**src/cdf_pkg.sv**
```systemverilog
// Package of constants and types for the coil driver fault control block
package cdf_pkg;
    // Number of coil channels
    localparam int unsigned NUM_COILS = 6;
    // Number of coil current steps
    localparam int unsigned NUM_STEPS = 20;
    // Width of the current step selector
    localparam int unsigned STEP_W = 5;
    // Highest legal step index
    localparam logic [4:0] STEP_MAX = 5'h13;
    // Reset value of the current step (lowest current)
    localparam logic [4:0] STEP_RST = 5'h00;
    // Width of the coil select index
    localparam int unsigned SEL_W = 3;
    // Reset value of the coil select index
    localparam logic [2:0] SEL_RST = 3'h0;
    // Fault cause bit positions in the fault record
    localparam int unsigned FLT_POS_BAT = 0;
    localparam int unsigned FLT_POS_GND = 1;
    localparam int unsigned FLT_POS_OPEN = 2;
    localparam int unsigned FLT_POS_TEMP = 3;
    // Fault record width and reset value
    localparam int unsigned FLT_W = 4;
    localparam logic [3:0] FLT_RST = 4'h0;
    // Core clock rate and boost switching rate, in Hz
    localparam longint unsigned CLK_HZ = 125000000;
    localparam longint unsigned BOOST_HZ = 125000;
    // Oscillator rate that the boost rate is quoted for, in Hz
    localparam longint unsigned OSC_REF_HZ = 8000000;
    // Fixed divider, the ratio of oscillator to switching rate
    localparam int unsigned BOOST_DIV = int'(OSC_REF_HZ / BOOST_HZ);
    // Width of the boost divider counter
    localparam int unsigned BOOST_CNT_W = 10;
    // Default carrier period in clock cycles
    localparam int unsigned CARRIER_CYC = 1000;
    // Width of the carrier phase counter
    localparam int unsigned PHASE_W = 12;
    // Operating modes of the block
    typedef enum logic [2:0] {
        CDF_POWER_DOWN,
        CDF_IDLE,
        CDF_TRANSMIT,
        CDF_SHUTDOWN,
        CDF_DIAGNOSIS
    } cdf_mode_t;
endpackage

```
**src/cdf_boost_ctrl.sv**
```systemverilog
// Boost converter enable, overload cut-off and switching clock divider
`timescale 1ns/10ps
`default_nettype none
module cdf_boost_ctrl #(
    parameter int unsigned DIV = cdf_pkg::BOOST_DIV
) (
    input wire logic core_clk_i,
    input wire logic sys_rst_i,
    input wire logic transmit_i,
    input wire logic switch_overcurrent_i,
    input wire logic supply_overvoltage_i,
    output logic boost_enable_o,
    output logic boost_switch_clk_o
);
    // Divider counter and half-period flag
    logic [cdf_pkg::BOOST_CNT_W-1:0] div_cnt_ff;
    logic sw_clk_ff;
    logic enable_ff;
    // Half period of the switching clock
    localparam logic [cdf_pkg::BOOST_CNT_W-1:0] HALF =
        cdf_pkg::BOOST_CNT_W'(DIV / 2 - 1);

    // ****************************************************************
    // Enable, only while transmitting
    // ****************************************************************
    always_ff @(posedge core_clk_i) begin
        if (sys_rst_i) begin
            enable_ff <= 1'b0;
        end else begin
            enable_ff <= transmit_i;
        end
    end

    // ****************************************************************
    // Switching clock by fixed division, stopped on overload
    // ****************************************************************
    always_ff @(posedge core_clk_i) begin
        if (sys_rst_i) begin
            div_cnt_ff <= '0;
            sw_clk_ff <= 1'b0;
        end else if (!transmit_i || switch_overcurrent_i || supply_overvoltage_i) begin
            // Held low while disabled or over limit
            div_cnt_ff <= '0;
            sw_clk_ff <= 1'b0;
        end else if (div_cnt_ff == HALF) begin
            // Half period done, toggle
            div_cnt_ff <= '0;
            sw_clk_ff <= ~sw_clk_ff;
        end else begin
            div_cnt_ff <= div_cnt_ff + 1'b1;
        end
    end

    assign boost_enable_o = enable_ff;
    assign boost_switch_clk_o = sw_clk_ff;
endmodule
`default_nettype wire

```
**src/cdf_core.sv**
```systemverilog
// Top of the coil driver fault control block: modes, line states, faults
`timescale 1ns/10ps
`default_nettype none
// Functional notes
// - Any fault tri-states all six driver stages
// - Fault shutdown disconnects shunt from return lines
// - Fault shutdown records its cause
// - Every fault shutdown raises the interrupt request
// - Causes: line shorts, open load, overtemperature
// - Line monitoring runs in idle and transmit, unrequested
// - Fault clear returns to idle; transmission needs a new start
// - Diagnosis tri-states drivers, keeps test structures
// - Twenty current steps selectable by the host
// - Out-of-group steps applied, not rejected
// - Boost enabled only during transmission
// - Boost stops on overcurrent or overvoltage
// - Boost clock is core clock divided by 64, fixed
// - Sample shunt a quarter period after crossing
// - Idle presets integrator to battery level
// - Unselected coils tied to driver supply
// - Shutdown left by fault clear or reset
module cdf_core #(
    parameter int unsigned CARRIER = cdf_pkg::CARRIER_CYC
) (
    input wire logic core_clk_i,
    input wire logic sys_rst_i,
    input wire logic wake_i,
    input wire logic power_down_req_i,
    input wire logic transmit_start_i,
    input wire logic transmit_stop_i,
    input wire logic diag_enter_i,
    input wire logic fault_clear_i,
    input wire logic [2:0] coil_select_i,
    input wire logic select_load_i,
    input wire logic [4:0] step_i,
    input wire logic step_load_i,
    input wire logic [5:0] short_bat_i,
    input wire logic [5:0] short_gnd_i,
    input wire logic [5:0] open_load_i,
    input wire logic over_temp_i,
    input wire logic zero_cross_i,
    input wire logic switch_overcurrent_i,
    input wire logic supply_overvoltage_i,
    output logic [2:0] mode_o,
    output logic [5:0] coil_positive_line_drive_o,
    output logic [5:0] coil_positive_line_active_o,
    output logic [5:0] coil_positive_line_mid_o,
    output logic [5:0] coil_return_line_drive_o,
    output logic [5:0] coil_return_line_high_o,
    output logic shunt_connect_o,
    output logic diag_test_enable_o,
    output logic [3:0] fault_cause_o,
    output logic [5:0] fault_coil_o,
    output logic irq_o,
    output logic [4:0] current_step_o,
    output logic [2:0] coil_select_o,
    output logic integrator_preset_o,
    output logic shunt_sample_o,
    output logic boost_enable_o,
    output logic boost_switch_clk_o
);
    // Quarter carrier period in clock cycles
    localparam logic [cdf_pkg::PHASE_W-1:0] QUARTER =
        cdf_pkg::PHASE_W'(CARRIER / 4);

    // Mode state, fault record, interrupt and settings
    cdf_pkg::cdf_mode_t mode_ff;
    cdf_pkg::cdf_mode_t nxt_mode;
    logic [cdf_pkg::FLT_W-1:0] fault_ff;
    logic [5:0] fault_coil_ff;
    logic irq_ff;
    logic [4:0] step_ff;
    logic [2:0] sel_ff;
    logic [cdf_pkg::PHASE_W-1:0] phase_ff;
    logic phase_run_ff;
    logic sample_ff;
    // Combined fault detection
    logic fault_now;
    logic [cdf_pkg::FLT_W-1:0] cause_now;
    logic [5:0] coil_now;
    logic running;

    // One-hot decode of a coil index
    function automatic logic [5:0] coil_onehot(input logic [2:0] idx);
        logic [5:0] v;
        v = '0;
        if (idx < 3'(cdf_pkg::NUM_COILS)) begin
            v[idx] = 1'b1;
        end
        return v;
    endfunction

    // ****************************************************************
    // Fault detection
    // ****************************************************************
    // Monitoring runs in idle and transmit with no request needed
    assign running = (mode_ff == cdf_pkg::CDF_IDLE) || (mode_ff == cdf_pkg::CDF_TRANSMIT);
    always_comb begin
        cause_now = '0;
        cause_now[cdf_pkg::FLT_POS_BAT] = |short_bat_i;
        cause_now[cdf_pkg::FLT_POS_GND] = |short_gnd_i;
        cause_now[cdf_pkg::FLT_POS_OPEN] = |open_load_i;
        cause_now[cdf_pkg::FLT_POS_TEMP] = over_temp_i;
        coil_now = short_bat_i | short_gnd_i | open_load_i;
        fault_now = running && (|cause_now);
    end

    // ****************************************************************
    // Mode sequencing
    // ****************************************************************
    always_comb begin
        nxt_mode = mode_ff;
        unique case (mode_ff)
            cdf_pkg::CDF_POWER_DOWN: begin
                // Woken by chip select high
                if (wake_i) begin
                    nxt_mode = cdf_pkg::CDF_IDLE;
                end
            end
            cdf_pkg::CDF_IDLE: begin
                if (fault_now) begin
                    nxt_mode = cdf_pkg::CDF_SHUTDOWN;
                end else if (power_down_req_i) begin
                    nxt_mode = cdf_pkg::CDF_POWER_DOWN;
                end else if (diag_enter_i) begin
                    nxt_mode = cdf_pkg::CDF_DIAGNOSIS;
                end else if (transmit_start_i) begin
                    nxt_mode = cdf_pkg::CDF_TRANSMIT;
                end
            end
            cdf_pkg::CDF_TRANSMIT: begin
                if (fault_now) begin
                    nxt_mode = cdf_pkg::CDF_SHUTDOWN;
                end else if (transmit_stop_i) begin
                    nxt_mode = cdf_pkg::CDF_IDLE;
                end
            end
            cdf_pkg::CDF_SHUTDOWN: begin
                // Only fault clear leaves, besides reset
                if (fault_clear_i) begin
                    nxt_mode = cdf_pkg::CDF_IDLE;
                end
            end
            cdf_pkg::CDF_DIAGNOSIS: begin
                // Left by the fault clear command
                if (fault_clear_i) begin
                    nxt_mode = cdf_pkg::CDF_IDLE;
                end
            end
            default: begin
                nxt_mode = cdf_pkg::CDF_POWER_DOWN;
            end
        endcase
    end

    // Mode register
    always_ff @(posedge core_clk_i) begin
        if (sys_rst_i) begin
            mode_ff <= cdf_pkg::CDF_POWER_DOWN;
        end else begin
            mode_ff <= nxt_mode;
        end
    end

    // ****************************************************************
    // Fault record and interrupt
    // ****************************************************************
    always_ff @(posedge core_clk_i) begin
        if (sys_rst_i) begin
            fault_ff <= cdf_pkg::FLT_RST;
            fault_coil_ff <= '0;
        end else if (fault_now) begin
            // Capture wins over a clear in the same cycle
            fault_ff <= fault_ff | cause_now;
            fault_coil_ff <= fault_coil_ff | coil_now;
        end else if (fault_clear_i) begin
            fault_ff <= cdf_pkg::FLT_RST;
            fault_coil_ff <= '0;
        end
    end

    // Interrupt request, set by each shutdown and dropped by clear
    always_ff @(posedge core_clk_i) begin
        if (sys_rst_i) begin
            irq_ff <= 1'b0;
        end else if (fault_now) begin
            irq_ff <= 1'b1;
        end else if (fault_clear_i) begin
            irq_ff <= 1'b0;
        end
    end

    // ****************************************************************
    // Host settings: coil select and current step
    // ****************************************************************
    always_ff @(posedge core_clk_i) begin
        if (sys_rst_i) begin
            sel_ff <= cdf_pkg::SEL_RST;
        end else if (select_load_i && (coil_select_i < 3'(cdf_pkg::NUM_COILS))) begin
            sel_ff <= coil_select_i;
        end
    end

    // Any of the twenty steps accepted whatever the coil group
    always_ff @(posedge core_clk_i) begin
        if (sys_rst_i) begin
            step_ff <= cdf_pkg::STEP_RST;
        end else if (step_load_i && (step_i <= cdf_pkg::STEP_MAX)) begin
            step_ff <= step_i;
        end
    end

    // ****************************************************************
    // Peak sampling a quarter period after each zero crossing
    // ****************************************************************
    always_ff @(posedge core_clk_i) begin
        if (sys_rst_i || mode_ff != cdf_pkg::CDF_TRANSMIT) begin
            phase_ff <= '0;
            phase_run_ff <= 1'b0;
            sample_ff <= 1'b0;
        end else if (zero_cross_i) begin
            // Restart the count at each crossing
            phase_ff <= '0;
            phase_run_ff <= 1'b1;
            sample_ff <= 1'b0;
        end else if (phase_run_ff && phase_ff == QUARTER - 1'b1) begin
            phase_ff <= '0;
            phase_run_ff <= 1'b0;
            sample_ff <= 1'b1;
        end else begin
            phase_ff <= phase_run_ff ? phase_ff + 1'b1 : phase_ff;
            sample_ff <= 1'b0;
        end
    end

    // ****************************************************************
    // Boost converter control
    // ****************************************************************
    cdf_boost_ctrl #(
        .DIV(cdf_pkg::BOOST_DIV)
    ) u_boost (
        .core_clk_i(core_clk_i),
        .sys_rst_i(sys_rst_i),
        .transmit_i(mode_ff == cdf_pkg::CDF_TRANSMIT),
        .switch_overcurrent_i(switch_overcurrent_i),
        .supply_overvoltage_i(supply_overvoltage_i),
        .boost_enable_o(boost_enable_o),
        .boost_switch_clk_o(boost_switch_clk_o)
    );

    // ****************************************************************
    // Line states per mode
    // ****************************************************************
    always_comb begin
        logic [5:0] sel_hot;
        sel_hot = coil_onehot(sel_ff);
        coil_positive_line_drive_o = '0;
        coil_positive_line_active_o = '0;
        coil_positive_line_mid_o = '0;
        coil_return_line_drive_o = '0;
        coil_return_line_high_o = '0;
        unique case (mode_ff)
            cdf_pkg::CDF_IDLE: begin
                // Selected positive mid-supply, others to supply level
                coil_positive_line_drive_o = 6'h3f;
                coil_positive_line_mid_o = sel_hot;
                coil_return_line_drive_o = 6'h3f;
                coil_return_line_high_o = ~sel_hot;
            end
            cdf_pkg::CDF_TRANSMIT: begin
                // Selected driver runs, others at supply level
                coil_positive_line_drive_o = 6'h3f;
                coil_positive_line_active_o = sel_hot;
                coil_return_line_drive_o = 6'h3f;
                coil_return_line_high_o = ~sel_hot;
            end
            default: begin
                // Power-down, shutdown and diagnosis leave all lines open
                coil_positive_line_drive_o = '0;
                coil_return_line_drive_o = '0;
            end
        endcase
    end

    assign mode_o = mode_ff;
    assign shunt_connect_o = (mode_ff == cdf_pkg::CDF_IDLE) || (mode_ff == cdf_pkg::CDF_TRANSMIT);
    assign diag_test_enable_o = (mode_ff == cdf_pkg::CDF_DIAGNOSIS);
    assign integrator_preset_o = (mode_ff == cdf_pkg::CDF_IDLE);
    assign fault_cause_o = fault_ff;
    assign fault_coil_o = fault_coil_ff;
    assign irq_o = irq_ff;
    assign current_step_o = step_ff;
    assign coil_select_o = sel_ff;
    assign shunt_sample_o = sample_ff;
endmodule
`default_nettype wire

```
**config.mk**
```make
export PLATFORM = sky130hd
export DESIGN_NAME = cdf_core
export DESIGN_NICKNAME = d
export VERILOG_FILES = /design/src/cdf_pkg.sv /design/src/cdf_boost_ctrl.sv /design/src/cdf_core.sv
export SDC_FILE = /design/constraint.sdc
export NUM_CORES = 1
export LEC_CHECK = 0
export ABC_AREA = 1
export BUFFER_PORTS_ARGS = -buffer_cell sky130_fd_sc_hd__buf_2
export CAP_MARGIN = 20
export CORE_UTILIZATION = 30
export DETAILED_ROUTE_END_ITERATION = 12
export GPL_TIMING_DRIVEN = 0
export PLACE_DENSITY = 0.62
export SLEW_MARGIN = 20
export SYNTH_ARGS = -nofsm -noshare
export SYNTH_HDL_FRONTEND = slang
export SYNTH_HIERARCHICAL = 1
export SYNTH_SLANG_ARGS = --single-unit
```
**constraint.sdc**
```tcl
create_clock -name core_clk_i -period 1.5 [get_ports core_clk_i]
set_input_delay 0.3 -clock core_clk_i [delete_from_list [all_inputs] [get_ports core_clk_i]]
set_output_delay 0.3 -clock core_clk_i [all_outputs]
set_load 0.05 [all_outputs]
```
After elaboration in Yosys (flattened, before gate mapping) --
Cells that the tools add are included.
Word-level totals: flip-flop bits (word level) 48, input bits 40, output and inout bits 58
Operators by class: $add $sub $neg 2, magnitude comparators 5, eq/ne operators 11, multiplexer cells 25, bitwise operators 6, reduce and logical (&&, ||, !) cells 24
Operators with widths (count):
- $mux W6 | 7
- $mux W3 | 8
- $reduce_or A19 Y1 | 1
- $or A6 B6 Y6 | 3
- $reduce_or A6 Y1 | 3
- $add A12 B1 Y12 const B | 1
- $eq A12 B8 Y1 const B | 1
- $pmux W3 S4 | 1
- $add A10 B1 Y10 const B | 1
- $eq A10 B5 Y1 const B | 1
- $mux W4 | 2
- $reduce_or A2 Y1 | 4
- $eq A3 B2 Y1 const B | 2
- $lt A3 B3 Y1 const B | 2
- $mux W1 | 6
- $not A6 Y6 | 1
- $reduce_or A3 Y1 | 2
- $le A5 B5 Y1 const B | 1
- $logic_and A1 B1 Y1 | 5
- $ne A5 B4 Y1 const B | 1
- $logic_or A1 B1 Y1 | 4
- $lt A3 B4 Y1 const B | 1
- $or A4 B4 Y4 | 1
- $reduce_and A4 Y1 | 1
- other kinds (12) | 13

Depth between registers and ports, before layout --
depth in word-level cells 7, gate-level depth with buffers 10, gate-level depth less buffers 10

Modules after synthesis --
Netlist, hierarchy kept.
Modules (own cells, without submodules):
- cdf_core | times used 1, cells each 287, area an instance 1991.9 µm², seq. area each 720.7 µm²
- cdf_boost_ctrl | times used 1, cells each 72, area an instance 574.3 µm², seq. area each 240.2 µm²

Least setup slack after synthesis --
No wires, ideal clock.
path type reg2out, from register mode_ff[1], in the netlist mode_o[1], to output port coil_return_line_high_o[0], arrival time 2.022 ns, path slack -0.822 ns, stages on the path, launching flop included 5, buffers on the path 0, cell sequence dfxtp_1 -> nand3_4 -> nand2_4 -> inv_1 -> nor2_1
Between the ends: cells in the longest elaborated chain, start to end 3, elaborated cells on any way between the ends 4
Ends and longest elaborated chain:
- start, declared | RTL line cdf_core.sv:67 | cdf_pkg::cdf_mode_t mode_ff;
- start signal, assigned | RTL line cdf_core.sv:159 | mode_ff <= cdf_pkg::CDF_POWER_DOWN;
- start signal, assigned | RTL line cdf_core.sv:161 | mode_ff <= nxt_mode;
- $eq A3 B1 Y1 / $eq A3 B2 Y1 (equally long branches) | RTL line cdf_core.sv:262 | unique case (mode_ff)
- $reduce_or A2 Y1 (no source line) (*)
- $mux W6 (*)
- end, declared | RTL line cdf_core.sv:49 | output logic [5:0] coil_return_line_high_o,
Every way passes the cells marked *; elsewhere a longest branch is shown, timed or not.

Worst setup path after layout --
from register mode_ff[0], in the netlist mode_o[0], to output port coil_return_line_high_o[5]
The elaborated chain is that of the path after synthesis.

==> impl_metrics.csv <==
group,metric,value,unit
yosys,syn_avg_cell_area,7.15,µm²
pwr,cellPowerDensity,1980,mW/mm²
global_route,grtUsageTotal,15.9,%
pwr,p_leak,0.00173,µW
yosys,netlist_area,0.00257,mm²
pwr,report.power.total,8100,µW
timing,fmax,0.587,GHz
clocking,hold_buffers,0,
timing,finClkSkew,12.7,ps
clocking,insertion_delay,300,ps
placement,placed_area,0.00341,mm²
global_route,grt_pass1_vias,2542,
setup_path,cp.arrival,1400,ps
global_route,globalRoute.totalOverflow,0,
setup_path,crit_buf_inv,4,
yosys,post-synth-top-area-cell,"dfxtp_1",
setup_path,crit_family,"buffers and inverters",
layout,diodes,0,
clocking,clk_pin_slew,90,ps
yosys,ys_async_sr_fraction,0,%
detailed_routing,drt-total-wl,6.87,mm
layout,nets,527,
setup_path,path_max_fanout,4,
yosys,ys_ff_latch,48,
yosys,syn-num-nets,402,
setup_path,required,1200,ps
yosys,synth-edff-count,0,
worst_hold_path,hold_class,"in2reg",
clocking,root_buffer,"clkbuf_8",
layout,fillers,817,
timing,finalSetupViolCount,31,
setup_path,worstPathCellList,"inv_4 -> nand3_4 -> nand2_8 -> clkinvlp_4 -> buf_6 -> nor2_4 -> buf_6",
setup_path,crit_type,"reg2out",
die,num_io_pins,98,
detailed_routing,via_count,2658,
yosys,synth_top_area_share,37.4,%
timing,finalWorstSetupSlack,-204,ps
clocking,clock_sinks,48,
layout,area_growth,59.0,%
clocking,cts_made_buffers,5,
global_route,antenna_found_initial,0,
die,fp-row-count,33,
run_status,violations,"setup timing",
clocking,cts_tree,"built",
job,cap_violations,0,
timing,tightest_slew,413,ps
die,die_area,0.00893,mm²
layout,fin_area,0.00408,mm²
die,start_util,31.1,%
timing,rsz0062_at_grt,"true",
global_route,grt_max_degree,16,
clocking,ctsHtreeMaxLevel,2,
timing,maxSlewViolCount,0,
setup_path,crit_top_cell,"buf_6",
detailed_routing,vias_per_cell,4.51,
run_status,status,"finished with violations",
die,core_area,0.00826,mm²
detailed_routing,wl_per_cell,11.7,µm
layout,drive_gt1_share,48.5,%
detailed_routing,ant_nets,0,
die,die_y,94.5,µm
timing,fin_crit,1700,ps
layout,final_cell_mix,"buf_2, nor2_1, nand2_1",
yosys,synthCells,359,
yosys,ys_warn_count,6,
die,fp.dieW,94.5,µm
detailed_routing,drtPass1Iterations,4,
detailed_routing,route.detailed.drc,0,
timing,max-slew-margin-rel,72.4,%
clocking,clk_path_buf_depth,2,
setup_path,start_kind,"flip-flop",
timing,fin_crit_sh,114,%
yosys,synth_cell_types,35,
timing,hold_viol,0,
detailed_routing,drtIter0Drc,47,
setup_path,critPathMaxStageDelay,370,ps
pwr,ir_worst_vdd,0.00190,V
setup_path,cp-end-kind,"primary output",
yosys,ys_seq_area_share,37.4,%
yosys,yosys-top-cells-area,"dfxtp_1, nor2_1, inv_1, nand2_1, a21oi_1",
global_route,grt_first_pass_wirelength,11.4,mm
placement,gp_congestion,0.794,
timing,whs,185,ps
placement,port_buffers,97,
yosys,synth_ff_type,"dfxtp_1",
layout,final_common_cell,"buf_2",
placement,hpwl,4.82,mm
timing,fin_setup_tns,-4170,ps
setup_path,cp_slowest_cell,"dfxtp_4",
flip-flops by register name, summed over array words and instances (netlist names):
name,count
coil_select_o,3
current_step_o,5
fault_cause_o,4
fault_coil_o,6
irq_o,1
mode_o,3
phase_ff,12
phase_run_ff,1
shunt_sample_o,1
u_boost/boost_enable_o,1
u_boost/boost_switch_clk_o,1
u_boost/div_cnt_ff,10
final timing paths:
path               startpoint                         end  slack [ps]  cells past startpoint
max                 mode_o[0]  coil_return_line_high_o[5]        -200                      7
min               step_load_i           current_step_o[4]         180                      2
max reg2reg         mode_o[0]       u_boost/div_cnt_ff[8]          30                      8
min reg2reg  fault_cause_o[1]            fault_cause_o[1]         460                      2
per-layer routing:
| layer | routed length, µm | share of wire [%] | vias up | global-route usage (%) |
|---|---|---|---|---|
| met5 | 0 | 0 | - | 0 |
| met4 | 19 | 0.28 | 0 | 2.27 |
| met3 | 337 | 4.9 | 2 | 4.19 |
| met2 | 3590 | 52 | 53 | 29.0 |
| met1 | 2930 | 43 | 1222 | 19.0 |
| li1 | - | - | 1381 | - |
final cells by class:
cell class	instances	area, µm²	area share [%]
buffer	14	106	2.61
clock buffer	5	68.8	1.69
clock inverter	3	18.8	0.460
inverter	55	233	5.70
multi-input combinational	242	1570	38.5
sequential	48	988	24.2
tap	105	131	3.22
timing repair buffer	118	962	23.6
timing repair:
| action | 4_1_cts | 5_1_grt |
|---|---|---|
| buffers inserted | 16 | 4 |
| setup endpoints to repair | 59 | 68 |
| resized for setup | 93 | 33 |
| pin swaps | 8 | 10 |
| gates cloned | 0 | 1 |
cells in the mapped netlist (2+ instances only):
master    number
a21oi_2        4
nand2_1       49
a21oi_1       18
nand3_2        3
xor2_1         8
nand3b_1       2
nor3_2         5
nor2_4         3
nor2_1        76
buf_4         12
a211oi_1       3
nand2_4        3
inv_1         50
nor2_2         3
dfxtp_1       48
nand3_4        2
nand3_1       15
o21ai_0        8
nand2_2        2
nand4_1        2
o21ai_2        2
or2_1          2
nor3_1        15
ha_1           3
nor4_1         7
inv_2          5
stage by stage:
stage | instances | setup WS [ps] | util [%]
finish | 590 | -204 | 49.4
global route | 590 | -273 | 49.4
CTS | 585 | -222 | 47.7
detailed placement | 561 | -461 | 41.3
global placement | 561 | -450 | 41.3
floorplan | 359 | -390 | -
worst register-to-register path, delay by kind of cell, from the launching register on:
family / cells / cell delay [ps]
AOI/OAI and AO/OA: 1 / 130
buffers and inverters: 3 / 370
and+or+nand+nor: 4 / 540
DFF: 1 / 370
power breakdown:
part           leakage, µW  total, µW  switching [µW]  internal (µW)
Sequential        0.000397       1640             169           1470
Combinational      0.00129       5700            3520           2170
Clock            0.0000479        763             437            326
Total              0.00173       8100            4130           3970
cells by family after synthesis:
group                    Yosys count  share of synthesized area (%)
AND/OR/NAND/NOR                  193                           37.3
buffers and inverters             69                           12.2
flip-flops                        48                           37.4
AO/OA/AOI/OAI                     37                           8.48
XOR/XNOR                           9                           3.07
adder cells (fa/ha/maj)            3                           1.46
(Power assumes the default switching activity.)
